### src/core/bus_holder.sv
// Shared constants for the parallel-port address pin multiplexer, and the
// bus holder that keeps undriven address pins at their last level.
// Assumes one clock, mclk, and an active-low asynchronous reset, rst_n.
package pin_mux_pkg;
	localparam int ADDR_PINS = 20;
	localparam int UPPER_PINS = 4;
	localparam int LOWER_PINS = 16;
	localparam int UPPER_LSB = 16;
	localparam int HOST_ADDR_W = 16;
	localparam int HOST_DATA_W = 16;
	localparam int CLK_OUTS = 2;

	localparam logic [7:0] OFF_EXT_BUS_CTRL = 8'h00;
	localparam logic [7:0] OFF_MEM_GCTRL_1 = 8'h04;
	localparam logic [7:0] OFF_MEM_GCTRL_2 = 8'h08;
	localparam logic [7:0] OFF_GPIO_DIR = 8'h0c;
	localparam logic [7:0] OFF_GPIO_OUT = 8'h10;
	localparam logic [7:0] OFF_GPIO_IN = 8'h14;
	localparam logic [7:0] OFF_STATUS = 8'h18;
	localparam logic [7:0] OFF_MEM_ADDR = 8'h1c;
	localparam logic [7:0] OFF_HOST_ADDR = 8'h20;

	localparam int BIT_HOLDER_EN = 0;
	localparam int BIT_CLK_HZ = 0;
	localparam int BIT_ST_ALT = 0;
	localparam int BIT_ST_MEM = 1;
	localparam int BIT_ST_HOLD = 2;
	localparam int BIT_ST_OFF = 3;

	localparam logic RST_HOLDER_EN = 1'b1;
	localparam logic RST_CLK_HZ = 1'b0;
	localparam logic [UPPER_PINS-1:0] RST_GPIO_DIR = 4'h0;
	localparam logic [UPPER_PINS-1:0] RST_GPIO_OUT = 4'h0;
	localparam logic [ADDR_PINS-1:0] RST_MEM_ADDR = 20'h00000;

	typedef enum logic [2:0] {
		FUNC_UNSET = 3'b001,
		FUNC_ALT = 3'b010,
		FUNC_MEM = 3'b100
	} func_t;
endpackage

`timescale 1ns/1ps

module bus_holder import pin_mux_pkg::*; #(
	parameter int W = ADDR_PINS
) (
	input wire logic mclk,
	input wire logic rst_n,
	input wire logic en,
	input wire logic [W-1:0] devOe,
	input wire logic [W-1:0] pinIn,
	output logic [W-1:0] holdOut,
	output logic [W-1:0] holdOe
);
	typedef struct packed {
		logic [W-1:0] level;
		logic [W-1:0] oe;
	} holder_t;

	holder_t st_reg;
	holder_t st_next;

	// Each bit follows the pin level and, while enabled, drives it back whenever the device does not.
	// The device enable seen here is its next value, so the keeper takes over on the same edge with no gap.
	always_comb begin
		st_next = st_reg;
		for (int i = 0; i < W; i++) begin
			st_next.level[i] = pinIn[i];
			st_next.oe[i] = en & ~devOe[i];
		end
	end

	always_ff @(posedge mclk or negedge rst_n) begin
		if (!rst_n) begin
			st_reg <= '0;
		end else begin
			st_reg <= st_next;
		end
	end

	assign holdOut = st_reg.level;
	assign holdOe = st_reg.oe;

	property p_holder_follows;
		@(posedge mclk) disable iff (!rst_n)
		(en && devOe == '0) |=> (holdOe == '1 && holdOut == $past(pinIn));
	endproperty
	a_holder_follows: assert property (p_holder_follows) else $error("Holder did not keep undriven pins.");
endmodule

### src/core/parallel_address_pin_mux.sv
// Strap-selected function multiplexer for the parallel-port address pins.
// Assumes an APB master on mclk, synchronous pin inputs and an external pin resolver.
// How it works
// - Strap low: upper four pins are general I/O; high: memory address 21 to 18.
// - Strap low: pins 17 to 2 are host address; high: memory address 17 to 2.
// - Function is taken when reset rises and never changes afterwards.
// - Bus holders keep tri-stated pins at their last driven level while enabled.
// - Holders come up enabled; software switches them via the bus control register.
// - In general I/O function the four pins start as inputs.
// - Memory address pins float during reset, then drive zero.
// - In host function the sixteen host address pins are inputs.
// - Strap low selects non-multiplexed host mode, separate 16-bit address and data.
// - Each non-multiplexed host cycle carries one 16-bit data word.
// - All address pins float while a hold request is granted.
// - In hold, each memory clock keeps toggling unless its tristate bit is set.
// - Address pins float in off mode: test reset 0, emulation 0 high, off pin low.
// - Address pins float while reset is low, whatever the function.
// - Each general I/O pin can be set to input or output.
`timescale 1ns/1ps

module parallel_address_pin_mux import pin_mux_pkg::*; (
	input wire logic mclk,
	input wire logic rst_n,
	input wire logic psel,
	input wire logic penable,
	input wire logic pwrite,
	input wire logic [31:0] paddr,
	input wire logic [31:0] pwdata,
	output logic [31:0] prdata,
	output logic pready,
	output logic pslverr,
	input wire logic portFunctionStrap,
	input wire logic holdReqN,
	output logic holdAckN,
	input wire logic testResetN,
	input wire logic emulationPin0,
	input wire logic emulationOffPin,
	input wire logic [ADDR_PINS-1:0] addrIn,
	output logic [ADDR_PINS-1:0] addrOut,
	output logic [ADDR_PINS-1:0] addrOe,
	output logic [ADDR_PINS-1:0] addrHoldOut,
	output logic [ADDR_PINS-1:0] addrHoldOe,
	output logic [CLK_OUTS-1:0] memoryClockOut,
	output logic [CLK_OUTS-1:0] memoryClockOe,
	output logic hostMode,
	output logic [HOST_ADDR_W-1:0] hostAddressIn,
	input wire logic [HOST_DATA_W-1:0] hostDataIn,
	output logic [HOST_DATA_W-1:0] hostDataWord,
	input wire logic hostCycle,
	output logic hostWordValid
);
	typedef struct packed {
		func_t funcMode;
		logic holderEn;
		logic [CLK_OUTS-1:0] clkHz;
		logic [UPPER_PINS-1:0] gpioDir;
		logic [UPPER_PINS-1:0] gpioOut;
		logic [UPPER_PINS-1:0] gpioIn;
		logic [ADDR_PINS-1:0] memAddr;
		logic [HOST_ADDR_W-1:0] hostAddr;
		logic [HOST_DATA_W-1:0] hostData;
		logic hostValid;
		logic hostModeR;
		logic [ADDR_PINS-1:0] pinOut;
		logic [ADDR_PINS-1:0] pinOe;
		logic memClk;
		logic [CLK_OUTS-1:0] memClkOe;
		logic holdAck;
		logic holdAckOutN;
		logic offSeen;
		logic ready;
		logic err;
		logic [31:0] rdata;
	} state_t;

	state_t st_reg;
	state_t st_next;

	logic offMode;
	logic holdNext;
	logic driveNext;
	logic setup;
	logic access;

	// Tells whether an APB byte address hits one of the block's registers.
	function automatic logic isMapped(input logic [31:0] a);
		logic hit;
		hit = 1'b0;
		if (a[31:8] == 24'h000000) begin
			case (a[7:0])
				OFF_EXT_BUS_CTRL, OFF_MEM_GCTRL_1, OFF_MEM_GCTRL_2, OFF_GPIO_DIR, OFF_GPIO_OUT,
				OFF_GPIO_IN, OFF_STATUS, OFF_MEM_ADDR, OFF_HOST_ADDR: begin
					hit = 1'b1;
				end
				default: begin
					hit = 1'b0;
				end
			endcase
		end
		return hit;
	endfunction

	// Produces the read value of a register from the current state.
	function automatic logic [31:0] readValue(input logic [7:0] off, input state_t s);
		logic [31:0] v;
		v = 32'h00000000;
		case (off)
			OFF_EXT_BUS_CTRL: begin
				v[BIT_HOLDER_EN] = s.holderEn;
			end
			OFF_MEM_GCTRL_1: begin
				v[BIT_CLK_HZ] = s.clkHz[0];
			end
			OFF_MEM_GCTRL_2: begin
				v[BIT_CLK_HZ] = s.clkHz[1];
			end
			OFF_GPIO_DIR: begin
				v[UPPER_PINS-1:0] = s.gpioDir;
			end
			OFF_GPIO_OUT: begin
				v[UPPER_PINS-1:0] = s.gpioOut;
			end
			OFF_GPIO_IN: begin
				v[UPPER_PINS-1:0] = s.gpioIn;
			end
			OFF_STATUS: begin
				v[BIT_ST_ALT] = (s.funcMode == FUNC_ALT);
				v[BIT_ST_MEM] = (s.funcMode == FUNC_MEM);
				v[BIT_ST_HOLD] = s.holdAck;
				v[BIT_ST_OFF] = s.offSeen;
			end
			OFF_MEM_ADDR: begin
				v[ADDR_PINS-1:0] = s.memAddr;
			end
			OFF_HOST_ADDR: begin
				v[HOST_ADDR_W-1:0] = s.hostAddr;
			end
			default: begin
				v = 32'h00000000;
			end
		endcase
		return v;
	endfunction

	assign offMode = ~testResetN & emulationPin0 & ~emulationOffPin;
	assign holdNext = ~holdReqN;
	assign setup = psel & ~penable;
	assign access = psel & penable & st_reg.ready;

	always_comb begin
		st_next = st_reg;
		driveNext = (st_reg.funcMode != FUNC_UNSET) & ~holdNext & ~offMode;

		// The strap is caught once, on the first edge after reset is released.
		case (st_reg.funcMode)
			FUNC_UNSET: begin
				st_next.funcMode = portFunctionStrap ? FUNC_MEM : FUNC_ALT;
			end
			FUNC_ALT, FUNC_MEM: begin
				st_next.funcMode = st_reg.funcMode;
			end
			default: begin
				st_next.funcMode = FUNC_UNSET;
			end
		endcase

		st_next.holdAck = holdNext;
		st_next.holdAckOutN = ~holdNext;
		st_next.offSeen = offMode;
		st_next.hostModeR = (st_reg.funcMode == FUNC_ALT);
		st_next.gpioIn = addrIn[UPPER_LSB +: UPPER_PINS];

		// Host address and data are separate buses; one word per host cycle.
		if (st_reg.funcMode == FUNC_ALT) begin
			st_next.hostAddr = addrIn[LOWER_PINS-1:0];
			st_next.hostValid = hostCycle;
			if (hostCycle) begin
				st_next.hostData = hostDataIn;
			end
		end else begin
			st_next.hostValid = 1'b0;
		end

		// Pin drive per function; nothing drives before the function is known.
		st_next.pinOe = '0;
		st_next.pinOut = '0;
		case (st_reg.funcMode)
			FUNC_ALT: begin
				st_next.pinOut[UPPER_LSB +: UPPER_PINS] = st_reg.gpioOut;
				st_next.pinOe[UPPER_LSB +: UPPER_PINS] = driveNext ? st_reg.gpioDir : '0;
				st_next.pinOe[LOWER_PINS-1:0] = '0;
			end
			FUNC_MEM: begin
				st_next.pinOut = st_reg.memAddr;
				st_next.pinOe = driveNext ? '1 : '0;
			end
			default: begin
				st_next.pinOe = '0;
			end
		endcase

		// Memory clocks run once configured and float in hold only when asked.
		st_next.memClk = (st_reg.funcMode != FUNC_UNSET) ? ~st_reg.memClk : 1'b0;
		for (int i = 0; i < CLK_OUTS; i++) begin
			st_next.memClkOe[i] = (st_reg.funcMode != FUNC_UNSET) & ~offMode & ~(holdNext & st_reg.clkHz[i]);
		end

		// APB slave: data prepared in setup, pready high in the access cycle.
		st_next.ready = 1'b0;
		st_next.err = 1'b0;
		if (setup) begin
			st_next.ready = 1'b1;
			st_next.err = ~isMapped(paddr);
			st_next.rdata = (isMapped(paddr) && !pwrite) ? readValue(paddr[7:0], st_reg) : 32'h00000000;
		end
		if (access && pwrite && isMapped(paddr)) begin
			case (paddr[7:0])
				OFF_EXT_BUS_CTRL: begin
					st_next.holderEn = pwdata[BIT_HOLDER_EN];
				end
				OFF_MEM_GCTRL_1: begin
					st_next.clkHz[0] = pwdata[BIT_CLK_HZ];
				end
				OFF_MEM_GCTRL_2: begin
					st_next.clkHz[1] = pwdata[BIT_CLK_HZ];
				end
				OFF_GPIO_DIR: begin
					st_next.gpioDir = pwdata[UPPER_PINS-1:0];
				end
				OFF_GPIO_OUT: begin
					st_next.gpioOut = pwdata[UPPER_PINS-1:0];
				end
				OFF_MEM_ADDR: begin
					st_next.memAddr = pwdata[ADDR_PINS-1:0];
				end
				default: begin
					st_next.memAddr = st_reg.memAddr;
				end
			endcase
		end
	end

	always_ff @(posedge mclk or negedge rst_n) begin
		if (!rst_n) begin
			st_reg.funcMode <= FUNC_UNSET;
			st_reg.holderEn <= RST_HOLDER_EN;
			st_reg.clkHz <= {CLK_OUTS{RST_CLK_HZ}};
			st_reg.gpioDir <= RST_GPIO_DIR;
			st_reg.gpioOut <= RST_GPIO_OUT;
			st_reg.gpioIn <= '0;
			st_reg.memAddr <= RST_MEM_ADDR;
			st_reg.hostAddr <= '0;
			st_reg.hostData <= '0;
			st_reg.hostValid <= 1'b0;
			st_reg.hostModeR <= 1'b0;
			st_reg.pinOut <= '0;
			st_reg.pinOe <= '0;
			st_reg.memClk <= 1'b0;
			st_reg.memClkOe <= '0;
			st_reg.holdAck <= 1'b0;
			st_reg.holdAckOutN <= 1'b1;
			st_reg.offSeen <= 1'b0;
			st_reg.ready <= 1'b0;
			st_reg.err <= 1'b0;
			st_reg.rdata <= 32'h00000000;
		end else begin
			st_reg <= st_next;
		end
	end

	bus_holder #(
		.W(ADDR_PINS)
	) u_holder (
		.mclk(mclk),
		.rst_n(rst_n),
		.en(st_reg.holderEn),
		.devOe(st_next.pinOe),
		.pinIn(addrIn),
		.holdOut(addrHoldOut),
		.holdOe(addrHoldOe)
	);

	assign prdata = st_reg.rdata;
	assign pready = st_reg.ready;
	assign pslverr = st_reg.err;
	assign holdAckN = st_reg.holdAckOutN;
	assign addrOut = st_reg.pinOut;
	assign addrOe = st_reg.pinOe;
	assign memoryClockOut = {CLK_OUTS{st_reg.memClk}};
	assign memoryClockOe = st_reg.memClkOe;
	assign hostMode = st_reg.hostModeR;
	assign hostAddressIn = st_reg.hostAddr;
	assign hostDataWord = st_reg.hostData;
	assign hostWordValid = st_reg.hostValid;

	property p_unset_floats;
		@(posedge mclk) disable iff (!rst_n)
		(st_reg.funcMode == FUNC_UNSET) |-> (addrOe == '0 && memoryClockOe == '0);
	endproperty
	a_unset_floats: assert property (p_unset_floats) else $error("Pins driven before function known.");

	property p_func_fixed;
		@(posedge mclk) disable iff (!rst_n)
		(st_reg.funcMode != FUNC_UNSET) |=> $stable(st_reg.funcMode);
	endproperty
	a_func_fixed: assert property (p_func_fixed) else $error("Pin function changed after reset.");

	property p_strap_taken;
		@(posedge mclk) disable iff (!rst_n)
		(st_reg.funcMode == FUNC_UNSET) |=> (st_reg.funcMode == ($past(portFunctionStrap) ? FUNC_MEM : FUNC_ALT));
	endproperty
	a_strap_taken: assert property (p_strap_taken) else $error("Strap level not applied.");

	property p_host_inputs;
		@(posedge mclk) disable iff (!rst_n)
		(st_reg.funcMode == FUNC_ALT) |-> (addrOe[LOWER_PINS-1:0] == '0);
	endproperty
	a_host_inputs: assert property (p_host_inputs) else $error("Host address pins driven.");

	property p_gpio_dir;
		@(posedge mclk) disable iff (!rst_n)
		(st_reg.funcMode == FUNC_ALT && $past(st_reg.funcMode) == FUNC_ALT)
			|-> ((addrOe[UPPER_LSB +: UPPER_PINS] & ~$past(st_reg.gpioDir)) == '0);
	endproperty
	a_gpio_dir: assert property (p_gpio_dir) else $error("Input general pin driven.");

	property p_gpio_start_input;
		@(posedge mclk) disable iff (!rst_n)
		($past(st_reg.funcMode) == FUNC_UNSET && st_reg.funcMode == FUNC_ALT) |-> (st_reg.gpioDir == RST_GPIO_DIR);
	endproperty
	a_gpio_start_input: assert property (p_gpio_start_input) else $error("General pins not inputs after reset.");

	property p_mem_drive;
		@(posedge mclk) disable iff (!rst_n)
		(st_reg.funcMode == FUNC_MEM && holdReqN && !offMode) |=> (addrOe == '1 && addrOut == $past(st_reg.memAddr));
	endproperty
	a_mem_drive: assert property (p_mem_drive) else $error("Memory address not driven.");

	property p_hold_float;
		@(posedge mclk) disable iff (!rst_n)
		(!holdReqN) |=> (addrOe == '0 && !holdAckN);
	endproperty
	a_hold_float: assert property (p_hold_float) else $error("Address pins driven in hold.");

	property p_off_float;
		@(posedge mclk) disable iff (!rst_n)
		offMode |=> (addrOe == '0 && memoryClockOe == '0);
	endproperty
	a_off_float: assert property (p_off_float) else $error("Pins driven in off mode.");

	property p_hold_clock;
		@(posedge mclk) disable iff (!rst_n)
		(!holdReqN && !st_reg.clkHz[0] && st_reg.funcMode != FUNC_UNSET && !offMode)
			|=> (memoryClockOe[0] && memoryClockOut[0] != $past(memoryClockOut[0]));
	endproperty
	a_hold_clock: assert property (p_hold_clock) else $error("Memory clock stopped in hold.");

	property p_hold_clock_hz;
		@(posedge mclk) disable iff (!rst_n)
		(!holdReqN && st_reg.clkHz[1]) |=> !memoryClockOe[1];
	endproperty
	a_hold_clock_hz: assert property (p_hold_clock_hz) else $error("Memory clock not floated in hold.");

	property p_host_addr;
		@(posedge mclk) disable iff (!rst_n)
		(st_reg.funcMode == FUNC_ALT) |=> (hostAddressIn == $past(addrIn[LOWER_PINS-1:0]) && hostMode);
	endproperty
	a_host_addr: assert property (p_host_addr) else $error("Host address not captured.");

	property p_host_word;
		@(posedge mclk) disable iff (!rst_n)
		(st_reg.funcMode == FUNC_ALT && hostCycle) |=> (hostWordValid && hostDataWord == $past(hostDataIn));
	endproperty
	a_host_word: assert property (p_host_word) else $error("Host word not taken.");

	property p_holder_write;
		@(posedge mclk) disable iff (!rst_n)
		(access && pwrite && paddr == {24'h000000, OFF_EXT_BUS_CTRL})
			|=> (st_reg.holderEn == $past(pwdata[BIT_HOLDER_EN]));
	endproperty
	a_holder_write: assert property (p_holder_write) else $error("Holder enable not written.");
endmodule

### config.mk
export PLATFORM = sky130hd
export DESIGN_NAME = parallel_address_pin_mux
export DESIGN_NICKNAME = d
export VERILOG_FILES = /design/src/core/bus_holder.sv /design/src/core/parallel_address_pin_mux.sv
export SDC_FILE = /design/constraint.sdc
export NUM_CORES = 1
export LEC_CHECK = 0
export ABC_AREA = 1
export BUFFER_PORTS_ARGS = -buffer_cell sky130_fd_sc_hd__buf_2
export CAP_MARGIN = 15
export CORE_UTILIZATION = 49
export CTS_CLUSTER_SIZE = 30
export DETAILED_ROUTE_END_ITERATION = 10
export GPL_TIMING_DRIVEN = 0
export HOLD_SLACK_MARGIN = 0.15
export PLACE_DENSITY = 0.8
export SETUP_SLACK_MARGIN = 0.15
export SLEW_MARGIN = 20
export SYNTH_ARGS = -nofsm -noshare
export SYNTH_HDL_FRONTEND = slang
export SYNTH_SLANG_ARGS = --single-unit
export TNS_END_PERCENT = 20
### constraint.sdc
create_clock -name mclk -period 1.9 [get_ports mclk]
set_input_delay 0.285 -clock mclk [delete_from_list [all_inputs] [get_ports mclk]]
set_output_delay 0.285 -clock mclk [all_outputs]
set_load 0.005 [all_outputs]
==> impl_metrics.env, run 1 <==
export IMPL_outcome="finished, final reports clean"
export IMPL_critPathLaunch="st_reg[150]"
export IMPL_netlist_area_um2=6700
export IMPL_internal_power_uw=5560
export IMPL_multiInputGateArea_um2=1790
export IMPL_rsz0062_at_grt="yes"
export IMPL_cts_buffers=17
export IMPL_setup_viol=0
export IMPL_grt_max_degree=94
export IMPL_drc=0
export IMPL_endpoint_kind="flip-flop"
export IMPL_grt_pass1_vias=5843
export IMPL_syn_avg_cell_area_um2=8.76
export IMPL_maxSlewViolCount=0
export IMPL_track_usage_pct=26.0
export IMPL_tightest_slew_ps=687
export IMPL_power_switching_share_pct=21.7
export IMPL_dieHeight_um=119
export IMPL_cap_violations=0
export IMPL_critPathMaxStageDelay_ps=450
export IMPL_max_vdd_ir_drop_uv=503
export IMPL_fillers=1024
export IMPL_register_area_um2=3660
export IMPL_finalHoldViolCount=0
export IMPL_synth_distinct_cells=28
export IMPL_dieWidth_um=119
export IMPL_synthArstFlopShare_pct=100
export IMPL_placementRows=42
export IMPL_cts_max_path_buffers=2
export IMPL_final_layout_size_suffix_gt1_share_pct=38.4
export IMPL_skew_ps=7.68
export IMPL_power_density_nw_per_um2=751
export IMPL_required_ps=2220
export IMPL_synth_warnings=0
export IMPL_area_growth_pct=41.3
export IMPL_cts_root_buf="clkbuf_16"
export IMPL_p_clk_share_pct=46.1
export IMPL_routedWlPerCell_um=13.5
export IMPL_path_common_cell="buf_4"
export IMPL_grt_pass1_wl_um=28200
export IMPL_min_from="hostCycle"
export IMPL_worstPathCellList="inv_1 > nor3_4 > buf_4 > buf_4 > clkbuf_1 > nand2_1 > o21ai_0"
export IMPL_antenna_found_initial=0
export IMPL_max_slew_margin_pct=54.2
export IMPL_nNetsFinal=1212
export IMPL_seq_power_share_pct=45.4
export IMPL_yosysSeqAreaShare_pct=54.6
export IMPL_reg2reg_depth=7
export IMPL_drt_wl_total_um=17400
export IMPL_htreeDepth=4
export IMPL_synthCells=764
export IMPL_start_kind="flip-flop"
export IMPL_viasPerCell=4.53
export IMPL_portBuffers=239
export IMPL_whs_ps=250
export IMPL_ioPinCount=264
export IMPL_ys_ff_latch=146
export IMPL_overflow=0
export IMPL_min_period_ps=1760
export IMPL_hold_class="primary input to flip-flop"
export IMPL_clkSinkCount=146
export IMPL_rrSetupSlack_ps=140
export IMPL_arrival_ps=2080
export IMPL_drt_iter0_markers=283
export IMPL_p_sw_uw=1540
export IMPL_whs_endpoint="hostDataWord[1]"
export IMPL_slowest_stage="clkbuf_1"
export IMPL_worstSetupPathType="flip-flop to flip-flop"
export IMPL_start_util_pct=50.4
export IMPL_die_area_um2=14100
export IMPL_clkLatencyLatePin_ps=420
export IMPL_finalPower_uw=7110
export IMPL_largest_reg_flops=37
export IMPL_timing_rr_end="hostAddressIn[14]"
export IMPL_dr_pass1_iters=5
export IMPL_max_freq_ghz=0.567
export IMPL_cp_max_fo=10
export IMPL_p_leak_uw=0.00528
export IMPL_ys_flop_type="dfrtp_1"
export IMPL_worstHoldPathCells=4
export IMPL_num_vias=5848
export IMPL_antennaDiodeCount=0
export IMPL_hpwl_um=11500
export IMPL_cts_tree="done"
export IMPL_gp_congestion=0.869
export IMPL_pwr_share_comb_pct=8.5
export IMPL_core_area_um2=13300
export IMPL_regToRegStartpoint="st_reg[150]"
export IMPL_synth_edff_count=0
export IMPL_clk_pin_slew_worst_paths_ps=60
export IMPL_postRouteAntennaNets=0
export IMPL_finalCritPeriodShare_pct=92.8
cells in the mapped netlist (2+ instances only):
master    count  area [um2]
o21ai_0      26         130
nand4_1      10        62.6
clkbuf_1     11        41.3
nand3_1       8        40.0
buf_4       129         968
nor2_2        8        50.1
nand2_2       2        12.5
o21ai_1      10        50.1
dfstp_2       3        78.8
buf_2         4        20.0
dfrtp_1     143        3580
a31oi_1       4        25.0
inv_1        73         274
nand2_1     236         886
nor2_1       62         233
o22ai_1      12        75.1
inv_2         2        7.51
nand3_4       2        35.0
o211ai_1      3        22.5
a21oi_1       7        35.0
nor2_4        2        22.5
worst max path at each step:
| stage | to | slack [ps] | cells past startpoint |
|---|---|---|---|
| after global routing | prdata[6] | 20 | 9 |
| after global placement | hostDataWord[14] | -1510 | 1 |
| after floorplan | st_reg[114] | 450 | 10 |
| final | hostAddressIn[14] | 140 | 7 |
| after detailed placement | addrOut[8] | -200 | 4 |
| after CTS | addrOut[16] | 100 | 5 |
layout make-up:
class | instances | share of cell area (%)
plain buffers | 144 | 10.9
inverters | 76 | 3.06
clock inverters | 7 | 1.04
well taps | 176 | 2.33
flip-flops and latches | 146 | 38.7
repair buffers | 307 | 20.0
clock buffers | 25 | 5.13
multi-input cells | 409 | 18.9
power groups by stage:
| stage | Combinational, uW | Clock, uW | Sequential, uW |
|---|---|---|---|
| 6_report | 602 | 3280 | 3230 |
| 5_1_grt | 668 | 3460 | 3230 |
| 4_1_cts | 593 | 3320 | 3220 |
| 3_5_place_dp | 491 | 0 | 3280 |
| 3_3_place_gp | 475 | 0 | 3280 |
| 2_1_floorplan | 207 | 0 | 3280 |
worst max-delay path: cells and delay by family, from the launching register on:
family,cells,cell delay [ps]
and+or+nand+nor,2,290
DFF,1,380
AOI/OAI and AO/OA,1,140
buffers and inverters,4,860
logic make-up (layout without fill, tap and decap cells):
family	after synthesis	in the layout	share of synthesized area [%]
AO/OA/AOI/OAI	63	63	5.16
buffers and inverters	220	559	19.6
flip-flops	146	146	54.6
other	1	12	0.0560
AND/OR/NAND/NOR	334	334	20.5
repair_timing:
action / in CTS / in global routing
pin swaps: 0 / 1
gates resized for setup: 2 / 3
endpoints found under the setup margin: 53 / 72
buffers inserted: 0 / 4
hold endpoints to repair: 136 / 0
hold buffers: 63 / 0
through the flow:
stage | cell area [um2] | instances | setup TNS, ps | setup slack [ps] | utilization, %
final | 9460 | 1290 | 0 | 136 | 71.2
after global routing | 9460 | 1290 | 0 | 23.1 | 71.2
after CTS | 9420 | 1286 | 0 | 103 | 70.8
after detailed placement | 8190 | 1191 | -5680 | -195 | 61.6
after global placement | 8150 | 1190 | -220360 | -1510 | 61.3
after floorplan | 6740 | 775 | 0 | 452 | -
cells in the final DEF (no fill, tap or decap), types with 2 or more instances in the layout:
cell type      netlist  layout
nand3_1              8       8
o21ai_1             10      10
inv_2                2       2
o21ai_0             26      26
dfstp_2              3       3
nor2_1              62      62
clkinv_4             0       2
conb_1               1      12
buf_2                4     242
nand2_1            236     235
clkbuf_16            0      17
nand3_4              2       2
nor3_4               0       2
a31oi_1              4       4
a21oi_1              7       7
buf_4              129     133
nand2_2              2       3
clkbuf_1            11      16
inv_1               73      73
nor2_4               2       2
nor2_2               8       8
nand4_1             10      10
o22ai_1             12      12
clkbuf_8             0       3
o211ai_1             3       3
dfrtp_1            143     143
dlygate4sd3_1        0      63
bufinv_16            0       2
clkinvlp_4           0       2
routing by layer:
metal  vias up  track usage (%)  share of wire, %  wire length (um)
met5         -                0                 0                 0
met4         0             11.6               2.5               442
met3        31             5.60               6.3              1090
met2       235             43.8                50              8740
met1      2690             32.3                41              7130
li1       2892                -                 -                 -
(Power assumes the default switching activity.)
==> inputs of run 2 (changes only) <==
- PLACE_DENSITY: 0.8 -> 0.86
- clock period: 1.9 -> 1.8 ns (I/O delays scaled with it)
==> impl_metrics.env, run 2 (same netlist as run 1, synthesis figures left out) <==
export IMPL_finalPower_uw=7900
export IMPL_maxSlewViolCount=0
export IMPL_drt_wl_total_um=19300
export IMPL_cts_max_path_buffers=2
export IMPL_start_kind="flip-flop"
export IMPL_drc=0
export IMPL_skew_ps=10.3
export IMPL_dpl_instance_area_um2=8190
export IMPL_worstSetupPathType="flip-flop to flip-flop"
export IMPL_area_growth_pct=42.7
export IMPL_cts_buffers=17
export IMPL_ioPinCount=264
export IMPL_track_usage_pct=28.2
export IMPL_clkLatencyLatePin_ps=430
export IMPL_hold_class="primary input to flip-flop"
export IMPL_largest_reg_flops=37
export IMPL_rsz0062_at_grt="yes"
export IMPL_viasPerCell=4.82
export IMPL_required_ps=2140
export IMPL_antenna_found_initial=1
export IMPL_max_freq_ghz=0.603
export IMPL_hpwl_um=12400
export IMPL_outcome="finished, final reports clean"
export IMPL_cts_tree="done"
export IMPL_whs_ps=209
export IMPL_final_area_um2=9560
export IMPL_overflow=0
export IMPL_grt_pass1_wl_um=30300
export IMPL_placementRows=42
export IMPL_htreeDepth=4
export IMPL_fin_setup_tns_ps=0
export IMPL_finalHoldViolCount=0
export IMPL_core_area_um2=13300
export IMPL_gp_congestion=0.877
export IMPL_num_vias=6217
export IMPL_die_area_um2=14100
export IMPL_grt_pass1_vias=6199
export IMPL_setup_viol=0
export IMPL_max_vdd_ir_drop_uv=588
export IMPL_grt_max_degree=98
export IMPL_clkSinkCount=146
export IMPL_arrival_ps=2000
export IMPL_routedWlPerCell_um=15.0
export IMPL_endpoint_kind="flip-flop"
export IMPL_fillers=928
export IMPL_tightest_slew_ps=739
export IMPL_dieHeight_um=119
export IMPL_power_density_nw_per_um2=826
export IMPL_cts_root_buf="clkbuf_16"
export IMPL_cap_violations=0
export IMPL_p_leak_uw=0.00533
export IMPL_final_layout_size_suffix_gt1_share_pct=39.6
export IMPL_final_common_cell="buf_2"
export IMPL_start_util_pct=50.4
export IMPL_cp_max_fo=6
export IMPL_dr_pass1_iters=5
export IMPL_nNetsFinal=1211
export IMPL_clk_pin_slew_worst_paths_ps=60
export IMPL_postRouteAntennaNets=0
export IMPL_portBuffers=239
export IMPL_final_cell_mix="buf_2 (241), nand2_1 (234), dfrtp_1 (143)"
export IMPL_rrSetupSlack_ps=140
export IMPL_dieWidth_um=119
export IMPL_drt_iter0_markers=458
export IMPL_finalCritPeriodShare_pct=92.1
export IMPL_min_period_ps=1660
export IMPL_max_slew_margin_pct=50.7
## run 2: layer usage
metal	GRT usage, %	share of wire [%]
met5	0	0
met4	15.9	4.8
met3	6.66	6.9
met2	49.4	51
met1	31.5	37
## run 2: through the flow
step / std cells / utilization [%] / worst slack [ps]
after floorplan: 775 / - / 367
after global placement: 1190 / 61.3 / -1560
after detailed placement: 1191 / 61.6 / -257
after CTS: 1285 / 71.4 / 120
after global routing: 1290 / 71.9 / 43.6
final: 1290 / 71.9 / 143
## run 2: worst max-delay path: stages, from the launching register on
cell and delay [ps]:
dfstp_2 600, nand3_1 220, nand2_2 190, nor2_4 70, nand2_1 90, nand2_1 160
a31oi_2 230
## run 2: path summary, 6_finish.rpt
check | startpoint | endpoint | depth (start not counted)
max | st_reg[149] | u_holder.holdOe[17] | 6
min | hostCycle | hostDataWord[15] | 4
max reg2reg | st_reg[149] | u_holder.holdOe[17] | 6
min reg2reg | st_reg[117] | st_reg[117] | 2
max in group asynchronous | rst_n | holdAckN | 3
min in group asynchronous | rst_n | hostDataWord[15] | 2
## run 2: timing repair
item                       4_1_cts  5_1_grt
hold buffers                    62        0
resized for setup                7       12
hold endpoints to repair       138        0
pin swaps                        0        2
setup endpoints to repair       77      120
buffers inserted                 0        4
## run 2: final cells by class
cell class | count | area, um2 | area share (%)
flip-flops and latches | 146 | 3660 | 38.3
repair buffers | 306 | 1900 | 19.8
multi-input cells | 409 | 1810 | 18.9
plain buffers | 144 | 1040 | 10.9
clock buffers | 20 | 467 | 4.88
inverters | 76 | 289 | 3.02
well taps | 176 | 220 | 2.30
clock inverters | 12 | 179 | 1.87
diodes | 1 | 2.50 | 0.0262
## run 2: where the power goes
part / switching, uW / internal, uW
clock: 1400 / 2430
sequential: 45.1 / 3370
combinational: 306 / 353
total: 1750 / 6150
